[src/nic_pkg.sv]
package nic_pkg;

  // ---------------------------------------------------------------
  // register map
  // ---------------------------------------------------------------
  localparam logic [7:0] ADDR_PRIO0 = 8'h00;
  localparam logic [7:0] ADDR_PRIO1 = 8'h01;
  localparam logic [7:0] ADDR_PRIO2 = 8'h02;
  localparam logic [7:0] ADDR_PRIO3 = 8'h03;
  localparam logic [7:0] ADDR_COND = 8'h04;
  localparam logic [7:0] ADDR_SENSE = 8'h05;
  localparam logic [7:0] ADDR_SEL_LO = 8'h06;
  localparam logic [7:0] ADDR_SEL_HI = 8'h07;
  localparam logic [7:0] ADDR_TOP_CTL = 8'h08;
  localparam logic [7:0] ADDR_PEND_LO = 8'h09;
  localparam logic [7:0] ADDR_PEND_HI = 8'h0a;
  localparam logic [7:0] ADDR_MODE = 8'h0b;

  // ---------------------------------------------------------------
  // reset values and fields
  // ---------------------------------------------------------------
  localparam logic [31:0] RST_PRIO = 32'hffffffff;
  localparam logic [7:0] RST_COND = 8'hea;
  localparam logic [7:0] RST_SENSE = 8'h00;
  localparam logic [15:0] RST_SEL = 16'h0000;
  localparam logic RST_TOP_RISE = 1'b0;
  localparam logic [7:0] PRIO3_RO_MASK = 8'hf0;
  localparam int COND_PRIO_HI = 5;
  localparam int COND_PRIO_LO = 3;
  localparam logic [1:0] PRIO_L0 = 2'b10;
  localparam logic [1:0] PRIO_L3 = 2'b11;

  // ---------------------------------------------------------------
  // sources and vectors
  // ---------------------------------------------------------------
  localparam int NUM_VEC = 14;
  localparam int NUM_EXT = 4;
  localparam int EXT_BASE = 2;
  localparam int NUM_PERIPH = 9;
  localparam logic [13:0] HALT_CAP = 14'h00ff;
  localparam logic [15:0] VEC_RESET = 16'hfffe;
  localparam logic [15:0] VEC_TRAP = 16'hfffc;
  localparam logic [15:0] VEC_TOP = 16'hfffa;
  localparam logic [15:0] VEC_FLOOR = 16'hffe0;

  localparam logic [1:0] SENSE_FALL = 2'b00;
  localparam logic [1:0] SENSE_RISE = 2'b01;
  localparam logic [1:0] SENSE_BOTH = 2'b10;
  localparam logic [1:0] SENSE_LOW = 2'b11;

  typedef enum logic [1:0] {ST_RESET, ST_RUN, ST_STACK} nic_state_e;
  typedef enum logic [1:0] {K_NONE, K_TRAP, K_TOP, K_MASK} nic_kind_e;

  // {hi,lo} pair to ordinal level 0..3
  function automatic logic [1:0] nic_level(input logic [1:0] pair);
    case (pair)
      2'b10: nic_level = 2'd0;
      2'b01: nic_level = 2'd1;
      2'b00: nic_level = 2'd2;
      default: nic_level = 2'd3;
    endcase
  endfunction

endpackage

[src/nic_ctrl.sv]
// What this block does
// - at instruction end, stack PC, X, A and condition code before entering a routine.
// - maskable entry loads the condition code priority bits from that vector's stored pair.
// - current priority lives in condition code bit 5 (high) and bit 3 (low).
// - after stacking, PC loads from fixed slots FFE0h-FFFFh, hardware ordered.
// - return pops saved registers, restoring the former priority bits.
// - pairs 10,01,00,11 mean levels 0,1,2,3; level 3 masks.
// - highest software level wins; ties go to fixed hardware order.
// - unserviced requests stay latched until they win.
// - top pin, reset and trap count as highest software priority.
// - reset and trap ignore the mask, stack (not reset), load level 3.
// - reset and trap can end HALT.
// - trap instruction raises trap; top pin may preempt its routine.
// - reset is highest; code after reset runs at level 3.
// - maskable served only if enabled and strictly above current level.
// - selected edge on top pin raises top interrupt, served like a trap but vectored to a qualifying maskable winner's slot instead of FFFAh.
// - edge external request latched, cleared on routine entry.
// - selected pins sharing a line are ORed.
// - external lines wake HALT; sensitivity chosen by software.
// - peripheral request is its flag and its enable.
// - peripheral clearing sequence resets the latch, discarding pending request.
// - any interrupt ends WAIT; only HALT-capable sources end HALT.
// - first request after HALT is HALT-capable; others follow after.
`timescale 1ns/1ps
module nic_ctrl
  import nic_pkg::*;
(
  input wire logic clock,
  input wire logic resetn,
  input wire logic [7:0] regAddr,
  input wire logic [7:0] regWData,
  input wire logic regWr,
  input wire logic regRd,
  output logic [7:0] regRData,
  input wire logic topLevelIrq,
  input wire logic [15:0] extPins,
  input wire logic [8:0] periphFlag,
  input wire logic [8:0] periphEn,
  input wire logic [8:0] periphClr,
  input wire logic instrEnd,
  input wire logic trapExec,
  input wire logic returnFromIsr,
  input wire logic [7:0] popCond,
  input wire logic enterWait,
  input wire logic enterHalt,
  input wire logic stackDone,
  output logic stackReq,
  output logic vectorLoad,
  output logic [15:0] vectorAddr,
  output logic [7:0] condCodeReg,
  output logic lowPower,
  output logic haltMode,
  output logic wakeUp
);

  // ---------------------------------------------------------------
  // state
  // ---------------------------------------------------------------
  typedef struct packed {
    nic_state_e state;
    logic [31:0] vectorPriorityRegs;
    logic [7:0] condCodeReg;
    logic [7:0] extIrqSenseCtrl;
    logic [15:0] extSel;
    logic topRise;
    logic topPrev;
    logic topReq;
    logic trapPend;
    nic_kind_e svcKind;
    logic [3:0] svcIdx;
    logic [3:0] extAck;
    logic [7:0] rdata;
    logic stackReq;
    logic vectorLoad;
    logic [15:0] vectorAddr;
    logic lowPower;
    logic haltMode;
    logic haltExit;
    logic wakeUp;
  } nic_ctrl_s;

  nic_ctrl_s r, next_r;
  logic [13:0] req;
  logic [3:0] extReq;
  logic [8:0] perReq;

  // ---------------------------------------------------------------
  // source latches
  // ---------------------------------------------------------------
  genvar g;
  generate
    for (g = 0; g < NUM_EXT; g++) begin : gExt
      nic_ext_line uLine (
        .clock(clock),
        .resetn(resetn),
        // selected pins ORed onto the line
        .lineLevel(|(extPins[4*g +: 4] & r.extSel[4*g +: 4])),
        .sense(r.extIrqSenseCtrl[2*g +: 2]),
        .ack(r.extAck[g]),
        .req(extReq[g])
      );
    end
    for (g = 0; g < NUM_PERIPH; g++) begin : gPer
      nic_periph_line uLine (
        .clock(clock),
        .resetn(resetn),
        .flag(periphFlag[g]),
        .enable(periphEn[g]),
        .clearSeq(periphClr[g]),
        .req(perReq[g])
      );
    end
  endgenerate

  assign req = {perReq[8:1], extReq, perReq[0], r.topReq};

  // ---------------------------------------------------------------
  // next state
  // ---------------------------------------------------------------
  logic [1:0] curLvl;
  logic [1:0] lvlI;
  logic [1:0] bestLvl;
  logic found;
  logic [3:0] winIdx;
  nic_kind_e winKind;
  logic tliEdge;
  logic wakeNow;
  logic [1:0] oldPair;
  logic [1:0] newPair;

  always_comb begin
    next_r = r;
    curLvl = nic_level({r.condCodeReg[COND_PRIO_HI], r.condCodeReg[COND_PRIO_LO]});
    lvlI = 2'd0;
    bestLvl = 2'd0;
    found = 1'b0;
    winIdx = 4'd0;
    winKind = K_NONE;
    wakeNow = 1'b0;
    oldPair = 2'b00;
    newPair = 2'b00;
    next_r.vectorLoad = 1'b0;
    next_r.wakeUp = 1'b0;
    next_r.extAck = 4'h0;
    next_r.rdata = 8'h00;

    // selected edge on the top pin
    next_r.topPrev = topLevelIrq;
    tliEdge = r.topRise ? (topLevelIrq && !r.topPrev) : (!topLevelIrq && r.topPrev);
    next_r.trapPend = r.trapPend || trapExec;
    next_r.topReq = r.topReq || tliEdge;

    // scan from low hardware priority, lower index wins ties
    for (int i = NUM_VEC - 1; i >= 1; i--) begin
      lvlI = nic_level(r.vectorPriorityRegs[2*i +: 2]);
      // strictly above current level, halt-capable first
      if (req[i] && lvlI > curLvl && (!r.haltExit || HALT_CAP[i]) &&
          (!found || lvlI >= bestLvl)) begin
        found = 1'b1;
        bestLvl = lvlI;
        winIdx = 4'(i);
      end
    end
    // trap and top pin beat every maskable source
    if (r.trapPend) begin
      winKind = K_TRAP;
    end else if (r.topReq) begin
      winKind = K_TOP;
    end else if (found) begin
      winKind = K_MASK;
    end

    // wake from wait on any, from halt on capable only
    // trap and external lines end halt
    wakeNow = r.trapPend || (r.haltMode ? |(req & HALT_CAP) : |req);
    if (r.lowPower && wakeNow) begin
      next_r.lowPower = 1'b0;
      next_r.wakeUp = 1'b1;
      next_r.haltExit = r.haltMode;
      next_r.haltMode = 1'b0;
    end

    case (r.state)
      ST_RESET: begin
        // reset vector at level 3, no stacking
        next_r.vectorLoad = 1'b1;
        next_r.vectorAddr = VEC_RESET;
        next_r.condCodeReg[COND_PRIO_HI] = PRIO_L3[1];
        next_r.condCodeReg[COND_PRIO_LO] = PRIO_L3[0];
        next_r.state = ST_RUN;
      end
      ST_RUN: begin
        if (instrEnd && !r.lowPower && winKind != K_NONE) begin
          next_r.state = ST_STACK;
          next_r.stackReq = 1'b1;
          next_r.svcKind = winKind;
          next_r.svcIdx = winIdx;
          if (winKind == K_TRAP) begin
            next_r.trapPend = trapExec;
          end else if (winKind == K_TOP) begin
            next_r.topReq = tliEdge;
          end else if (winIdx >= 4'(EXT_BASE) && winIdx < 4'(EXT_BASE + NUM_EXT)) begin
            // clear external edge latch on entry
            next_r.extAck[2'(winIdx - 4'(EXT_BASE))] = 1'b1;
          end
        end
      end
      ST_STACK: begin
        // vector only after context is stacked
        if (stackDone) begin
          next_r.stackReq = 1'b0;
          next_r.vectorLoad = 1'b1;
          next_r.haltExit = 1'b0;
          next_r.state = ST_RUN;
          if (r.svcKind == K_TRAP) begin
            next_r.vectorAddr = VEC_TRAP;
          end else begin
            next_r.vectorAddr = VEC_TOP - {11'h000, r.svcIdx, 1'b0};
          end
          // load stored pair; trap and top pin load level 3
          if (r.svcKind == K_MASK) begin
            next_r.condCodeReg[COND_PRIO_HI] = r.vectorPriorityRegs[2*r.svcIdx + 1];
            next_r.condCodeReg[COND_PRIO_LO] = r.vectorPriorityRegs[2*r.svcIdx];
          end else begin
            next_r.condCodeReg[COND_PRIO_HI] = PRIO_L3[1];
            next_r.condCodeReg[COND_PRIO_LO] = PRIO_L3[0];
          end
        end
      end
      default: begin
        next_r.state = ST_RUN;
      end
    endcase

    // low-power entry drops to level 0
    if (enterHalt || enterWait) begin
      next_r.lowPower = 1'b1;
      next_r.haltMode = enterHalt;
      next_r.condCodeReg[COND_PRIO_HI] = PRIO_L0[1];
      next_r.condCodeReg[COND_PRIO_LO] = PRIO_L0[0];
    end

    // register writes
    if (regWr) begin
      case (regAddr)
        ADDR_PRIO0, ADDR_PRIO1, ADDR_PRIO2, ADDR_PRIO3: begin
          for (int p = 0; p < 4; p++) begin
            oldPair = r.vectorPriorityRegs[8*regAddr[1:0] + 2*p +: 2];
            newPair = regWData[2*p +: 2];
            // level 0 pair is not writable
            if (newPair == PRIO_L0) begin
              newPair = oldPair;
            end
            if (regAddr == ADDR_PRIO3 && p >= 2) begin
              newPair = 2'b11;
            end
            next_r.vectorPriorityRegs[8*regAddr[1:0] + 2*p +: 2] = newPair;
          end
        end
        ADDR_COND: next_r.condCodeReg = regWData;
        ADDR_SENSE: next_r.extIrqSenseCtrl = regWData;
        ADDR_SEL_LO: next_r.extSel[7:0] = regWData;
        ADDR_SEL_HI: next_r.extSel[15:8] = regWData;
        ADDR_TOP_CTL: next_r.topRise = regWData[0];
        default: begin
        end
      endcase
    end

    // return restores the stacked CC, priority bits included
    if (returnFromIsr) begin
      next_r.condCodeReg = popCond;
    end

    // register reads, data valid one cycle later
    if (regRd) begin
      case (regAddr)
        ADDR_PRIO0: next_r.rdata = r.vectorPriorityRegs[7:0];
        ADDR_PRIO1: next_r.rdata = r.vectorPriorityRegs[15:8];
        ADDR_PRIO2: next_r.rdata = r.vectorPriorityRegs[23:16];
        ADDR_PRIO3: next_r.rdata = r.vectorPriorityRegs[31:24] | PRIO3_RO_MASK;
        ADDR_COND: next_r.rdata = r.condCodeReg;
        ADDR_SENSE: next_r.rdata = r.extIrqSenseCtrl;
        ADDR_SEL_LO: next_r.rdata = r.extSel[7:0];
        ADDR_SEL_HI: next_r.rdata = r.extSel[15:8];
        ADDR_TOP_CTL: next_r.rdata = {7'h00, r.topRise};
        ADDR_PEND_LO: next_r.rdata = req[7:0];
        ADDR_PEND_HI: next_r.rdata = {r.trapPend, 1'b0, req[13:8]};
        ADDR_MODE: next_r.rdata = {3'h0, r.stackReq, r.haltExit, r.haltMode, r.lowPower,
                                   r.state == ST_RUN};
        default: next_r.rdata = 8'h00;
      endcase
    end
  end

  always_ff @(posedge clock) begin
    if (!resetn) begin
      r <= '0;
      r.state <= ST_RESET;
      r.vectorPriorityRegs <= RST_PRIO;
      r.condCodeReg <= RST_COND;
      r.extIrqSenseCtrl <= RST_SENSE;
      r.extSel <= RST_SEL;
      r.topRise <= RST_TOP_RISE;
      r.svcKind <= K_NONE;
    end else begin
      r <= next_r;
    end
  end

  assign regRData = r.rdata;
  assign stackReq = r.stackReq;
  assign vectorLoad = r.vectorLoad;
  assign vectorAddr = r.vectorAddr;
  assign condCodeReg = r.condCodeReg;
  assign lowPower = r.lowPower;
  assign haltMode = r.haltMode;
  assign wakeUp = r.wakeUp;
endmodule

[src/nic_ext_line.sv]
`timescale 1ns/1ps
module nic_ext_line
  import nic_pkg::*;
(
  input wire logic clock,
  input wire logic resetn,
  input wire logic lineLevel,
  input wire logic [1:0] sense,
  input wire logic ack,
  output logic req
);

  typedef struct packed {
    logic prev;
    logic req;
  } nic_ext_s;

  nic_ext_s r, next_r;
  logic edgeSeen;

  always_comb begin
    next_r = r;
    next_r.prev = lineLevel;
    case (sense)
      SENSE_FALL: edgeSeen = r.prev && !lineLevel;
      SENSE_RISE: edgeSeen = !r.prev && lineLevel;
      SENSE_BOTH: edgeSeen = r.prev != lineLevel;
      default: edgeSeen = 1'b0;
    endcase
    if (sense == SENSE_LOW) begin
      next_r.req = !lineLevel;
    end else begin
      next_r.req = edgeSeen || (r.req && !ack);
    end
  end

  always_ff @(posedge clock) begin
    if (!resetn) begin
      r <= '0;
    end else begin
      r <= next_r;
    end
  end

  assign req = r.req;

endmodule

[src/nic_periph_line.sv]
`timescale 1ns/1ps
module nic_periph_line
  import nic_pkg::*;
(
  input wire logic clock,
  input wire logic resetn,
  input wire logic flag,
  input wire logic enable,
  input wire logic clearSeq,
  output logic req
);

  typedef struct packed {
    logic req;
  } nic_per_s;

  nic_per_s r, next_r;

  always_comb begin
    next_r = r;
    // clearing sequence drops a pending request
    if (clearSeq) begin
      next_r.req = 1'b0;
    // flag with its enable raises request
    end else if (flag && enable) begin
      next_r.req = 1'b1;
    end
  end

  always_ff @(posedge clock) begin
    if (!resetn) begin
      r <= '0;
    end else begin
      r <= next_r;
    end
  end

  assign req = r.req;

endmodule

[config.mk]
export PLATFORM = sky130hd
export DESIGN_NAME = nic_ctrl
export DESIGN_NICKNAME = d
export VERILOG_FILES = /design/src/nic_pkg.sv /design/src/nic_ctrl.sv /design/src/nic_ext_line.sv /design/src/nic_periph_line.sv
export SDC_FILE = /design/constraint.sdc
export NUM_CORES = 1
export LEC_CHECK = 0
export ABC_AREA = 1
export BUFFER_PORTS_ARGS = -buffer_cell sky130_fd_sc_hd__buf_2
export CORE_MARGIN = 5
export CORE_UTILIZATION = 59
export DETAILED_ROUTE_END_ITERATION = 10
export MAX_ROUTING_LAYER = met4
export PLACE_DENSITY = 0.82
export SYNTH_ARGS = -nofsm -noshare
export SYNTH_HDL_FRONTEND = slang
export SYNTH_SLANG_ARGS = --single-unit
[constraint.sdc]
create_clock -name clock -period 15.7 [get_ports clock]
set_clock_uncertainty 0.1 [all_clocks]
set_input_delay 2.355 -clock clock [delete_from_list [all_inputs] [get_ports clock]]
set_output_delay 2.355 -clock clock [all_outputs]
set_load 0.1 [all_outputs]
Yosys cells after proc, flatten, opt, wreduce, memory -nomap -nowiden. Cells that the tools add are included.

Register bits: 127. Word-level logic and storage cells: 453. Output and inout port bits: 37.

Bitwise operators: 8. Add/subtract/negate cells: 10. Shift operators: 12. Order comparisons: 31. Reduce and logical (&&, ||, !) cells: 161. Multiplexer cells: 125. Equal/unequal tests: 67.

Operator list (number): $shift A2 B34 Y32 const A (4); $shiftx A2 B34 Y32 (4); $bwmux W32 (4); $neg A6 Y34 (3); $pmux W8 S12 (1); $shiftx A32 B7 Y2 (3); $pmux W2 S3 (14); $mux W4 (17); $mux W2 (32); $logic_and A1 B1 Y1 (59); $eq A2 B2 Y1 const B (29); $eq A2 B1 Y1 const B (21); $mux W8 (5); $logic_not A2 Y1 (19); $mux W1 (35); $neg A5 Y34 (1); $pmux W17 S2 (1); $mux W33 (1); $eq A8 B3 Y1 const B (4); $eq A8 B4 Y1 const B (4); $shiftx A32 B6 Y2 (1); $logic_not A1 Y1 (28); $gt A2 B2 Y1 (13); $ge A2 B2 Y1 (12); 36 further kinds (99).

Logic depth before layout (Yosys ltp).
Depth after elaboration: 64. Depth in mapped cells: 112. Gate-level depth less buffers: 112.

Modules after synthesis. Synthesis repeated with hierarchy kept, for this count alone.

Cells, all modules: 1186. Area total of the unflattened synthesis: 8371.8 sq um.

By module, submodules not included: nic_ctrl (instances 1, cells an instance 1052, area an instance 7442.1 sq um); nic_ext_line (instances 4, cells an instance 20, area an instance 133.9 sq um); nic_periph_line (instances 9, cells an instance 6, area an instance 43.8 sq um).

Least setup slack after synthesis. Ideal clock, no wire load.

Path type: flip-flop to flip-flop. Start point: register, netlist name condCodeReg[5]. End point: register r[31] in the netlist's numbering. Setup slack: 3359 ps. Cell stages (with the launch flop): 102. Library setup time: 114 ps. Arrival: 12127 ps. Data required time: 15486 ps. Buffers on the path: 0. Cells stage by stage: dfxtp_1 -> inv_1 -> ha_1 -> or2_2 -> ha_1 -> nand2_1 -> inv_1 -> nor2_2 -> nand2_2 -> nor2_1 -> inv_1 -> ha_1 -> a21oi_1 -> nand2_1 -> nand2_1 -> nand2_1 -> o21ai_0 -> ha_1 -> [... 66 more ...] -> ha_1 -> o21ai_0 -> or3b_2 -> nand2_1 -> nand2_1 -> o21ai_0 -> ha_1 -> o21ai_0 -> nand3b_1 -> and2_1 -> nor2_1 -> inv_1 -> nor2_1 -> nand2_2 -> nand2_2 -> inv_1 -> nand3_2 -> nor2_1.

Word-level cells in the longest chain between the ends: 61. Elaborated cells between the ends (all ways): 141.

Ends and longest elaborated chain: $eq A2 B1 Y1 (tied with other cells) (RTL line nic_pkg.sv:56) `case (pair)`; $pmux W2 S3 * (RTL line nic_pkg.sv:56); parallel branches: the longest is 59 deep, another holds $gt A2 B2 Y1; end signal, assigned (RTL line nic_ctrl.sv:307) `r <= next_r;`; end, declared (RTL line nic_ctrl.sv:82) `nic_ctrl_s r, next_r;`.

Mark *: on every way between the ends. A chain may end at the register's enable or synchronous reset.

Worst setup path after layout.
Start point: register, netlist name condCodeReg[5]. End point: register r[31] in the netlist's numbering.

Word-level cells in the longest chain between the ends: 61. Elaborated cells between the ends (all ways): 141.

Ends and longest elaborated chain (RTL line): $eq A2 B1 Y1 (tied with other cells) (nic_pkg.sv:56); $pmux W2 S3 * (nic_pkg.sv:56); parallel branches: the longest is 59 deep, another holds $gt A2 B2 Y1.

Marks and branches as above.

==> metrics.csv <==
metric,value,unit
outcome,completed,
minimum clock period,13820,ps
"FF+latch count, synth",117,
Post-CTS Setup Bufs,0,
post-layout worst setup margin,1880,ps
clk slew on worst S/H paths,60,ps
hold crit path type,reg -> reg,
initial antenna violation count,0,
max-slew violations,0,
clk_lat worst skew,430,ps
Overflow after GRT,0,
vias after detailed routing,8406,
ys async rst share,0,%
Critical path buffers and inverters,16,
DP Worst Slack,2020,ps
mapped cell area,8180,sq um
Final HPWL DP,20.0,mm
"CP delay by family, top",simple AND/OR/NAND/NOR gates,
Root Buffer,clkbuf_16,
# nets final,1376,
Finished Layout Cells,1400,
CP max-delay cell,or3b_2,
number of diodes,0,
top post-synthesis cells by area,"dfxtp_1, ha_1, inv_1",
Core Footprint,13700,sq um
final WL,26.3,mm
Multi-input gate area,4880,sq um
DR WL/cell,18.8,um
Worst setup EP type,flip-flop,
largest net degree at the start of global routing,62,
First-pass DRT Iterations,6,
cts hold-fix bufs,0,
RSZ-0062 raised after global routing,false,
Synthesized Nets,1302,
Clock Path Buffers,2,
layout cells sized above 1,15.6,%
CP required,15910,ps
DRT iter0 DRCs,964,
All-Layer GR Usage,33.2,%
share of the synthesized area in the top cell type,28.6,%
fin crit share,88.0,%
"Cell Area, Placed",8640,sq um
yosys warns,0,
Pleak,4.37,nW
critical path class,reg -> reg,
CTS buffer count,17,
cell mode on critical path,nand2_1,
CP Data Arrival Time,14030,ps
synthesized area per cell,7.21,sq um
die area,16300,sq um
Power Density,96.4,nW/um^2
most common cell in the netlist,inv_1,
Remaining DRCs,0,
Resize count post-CTS,0,
Initial Utilization,59.6,%
unique cell type count in the Yosys netlist,44,
vias in the first global route,7844,
FP Rows,43,
Post-Place Cells,1369,
first-pass GRT wire length,41.2,mm
register area share after synthesis,28.6,%
Setup TNS,0,ps
Fin. Hold Viols,0,
Peak VDD IR,0.0822,mV
ys flop type,dfxtp_1,
max-cap violations,0,
die width,128,um
max incr delay on CP,450,ps
Tightest Pin Transition,1160,ps
Gate Count Post-Synth,1134,
Rel. slew slack,22.7,%
Post-synth EDFFs,0,
Fillers,1218,
# port buffers,113,
Post-synth top cells,"inv_1, nand2_1, dfxtp_1, nor2_1, a21oi_1",
die span in y,128,um
register area,2340,sq um
post-route cell area,9240,sq um
Clock Sinks,117,
Final setup viols,0,
H-tree Lvls,4,
CP max FO,13,
Final GP Congestion,1.01,
Area Growth Syn to Fin,13.0,%
CTS tree,built,
largest area contributor in the netlist,dfxtp_1,
DR vias/cell,6.00,
Antenna Nets Post-Route,0,
FMAX,72.4,MHz
Worst setup SP type,flip-flop,
Top Ports,115,
==> registers in the layout, summed over array words and instances, names as in the netlist, 4 cells and up <==
signal          flops
condCodeReg         8
gExt.uLine.r        4
gExt.uLine.req      4
gPer.uLine.req      9
r                  73
regRData            8
vectorAddr          6
==> final timing paths <==
kind | from | to | slack [ps] | cells after the start
worst max-delay path | condCodeReg[5] | r[31] | 1880 | 102
worst min register to register | r[63] | gExt[1].uLine.req | 360 | 1
worst min-delay path | r[63] | gExt[1].uLine.req | 360 | 1
worst max register to register | condCodeReg[5] | r[31] | 1880 | 102
==> routing by layer <==
layer	global-route usage (%)	up-vias	routed length [um]
met5	-	-	0
met4	15.0	0	1070
met3	7.42	91	2640
met2	50.3	456	11800
met1	42.3	3824	10900
li1	-	4035	-
==> cell type report <==
type	count	area share, %
repair buffers	115	6.28
flip-flops and latches	117	25.4
well taps	180	2.44
inverters	163	6.62
clock inverters	14	1.90
multi-input cells	794	52.8
clock buffers	17	4.60
==> cell families (layout without fill, tap and decap cells) <==
logic type      Yosys count  after routing  share of synthesized area [%]
other cells               1              1                         0.0459
simple gates            370            370                           21.0
fa+ha+maj                90             90                           13.8
buf+inv                 223            309                           11.7
compound gates          333            333                           24.8
flops                   117            117                           28.6
==> layout by cell type, fill, tap and decap left out, drive strengths merged, types with 12 or more instances in the layout <==
| master | synthesis | final |
|---|---|---|
| a221o | 23 | 23 |
| nand3 | 51 | 51 |
| ha | 90 | 90 |
| nand2 | 148 | 148 |
| a31oi | 17 | 17 |
| buf | 32 | 115 |
| clkbuf | 28 | 17 |
| o21ai | 110 | 110 |
| o211ai | 12 | 12 |
| a221oi | 18 | 18 |
| dfxtp | 117 | 117 |
| inv | 161 | 166 |
| nor3 | 28 | 28 |
| nor2 | 119 | 119 |
| a21oi | 111 | 111 |
==> power breakdown <==
| part | switching [mW] | total [mW] | internal, mW | leakage, nW |
|---|---|---|---|---|
| logic | 0.123 | 0.170 | 0.0470 | 3.13 |
| registers | 0.0103 | 0.315 | 0.304 | 0.952 |
| clock network | 0.156 | 0.406 | 0.250 | 0.287 |
==> worst reg2reg max path, delay by kind of cell (launching register included) <==
kind                     cells  cell delay (ps)
AO/OA/AOI/OAI               23             3090
AND/OR/NAND/NOR             49             5000
adder cells (fa/ha/maj)     14             3950
buffers and inverters       16             1200
flip-flops                   1              360
==> through the flow <==
step	hold slack (ps)	utilization [%]	total power, mW
global placement	340	63.0	0.485
CTS	362	67.3	0.888
detailed placement	346	63.0	0.488
global route	375	67.3	0.921
floorplan	333	-	0.453
finish	359	67.3	0.891
No activity file was read; power rests on OpenSTA's default activity.
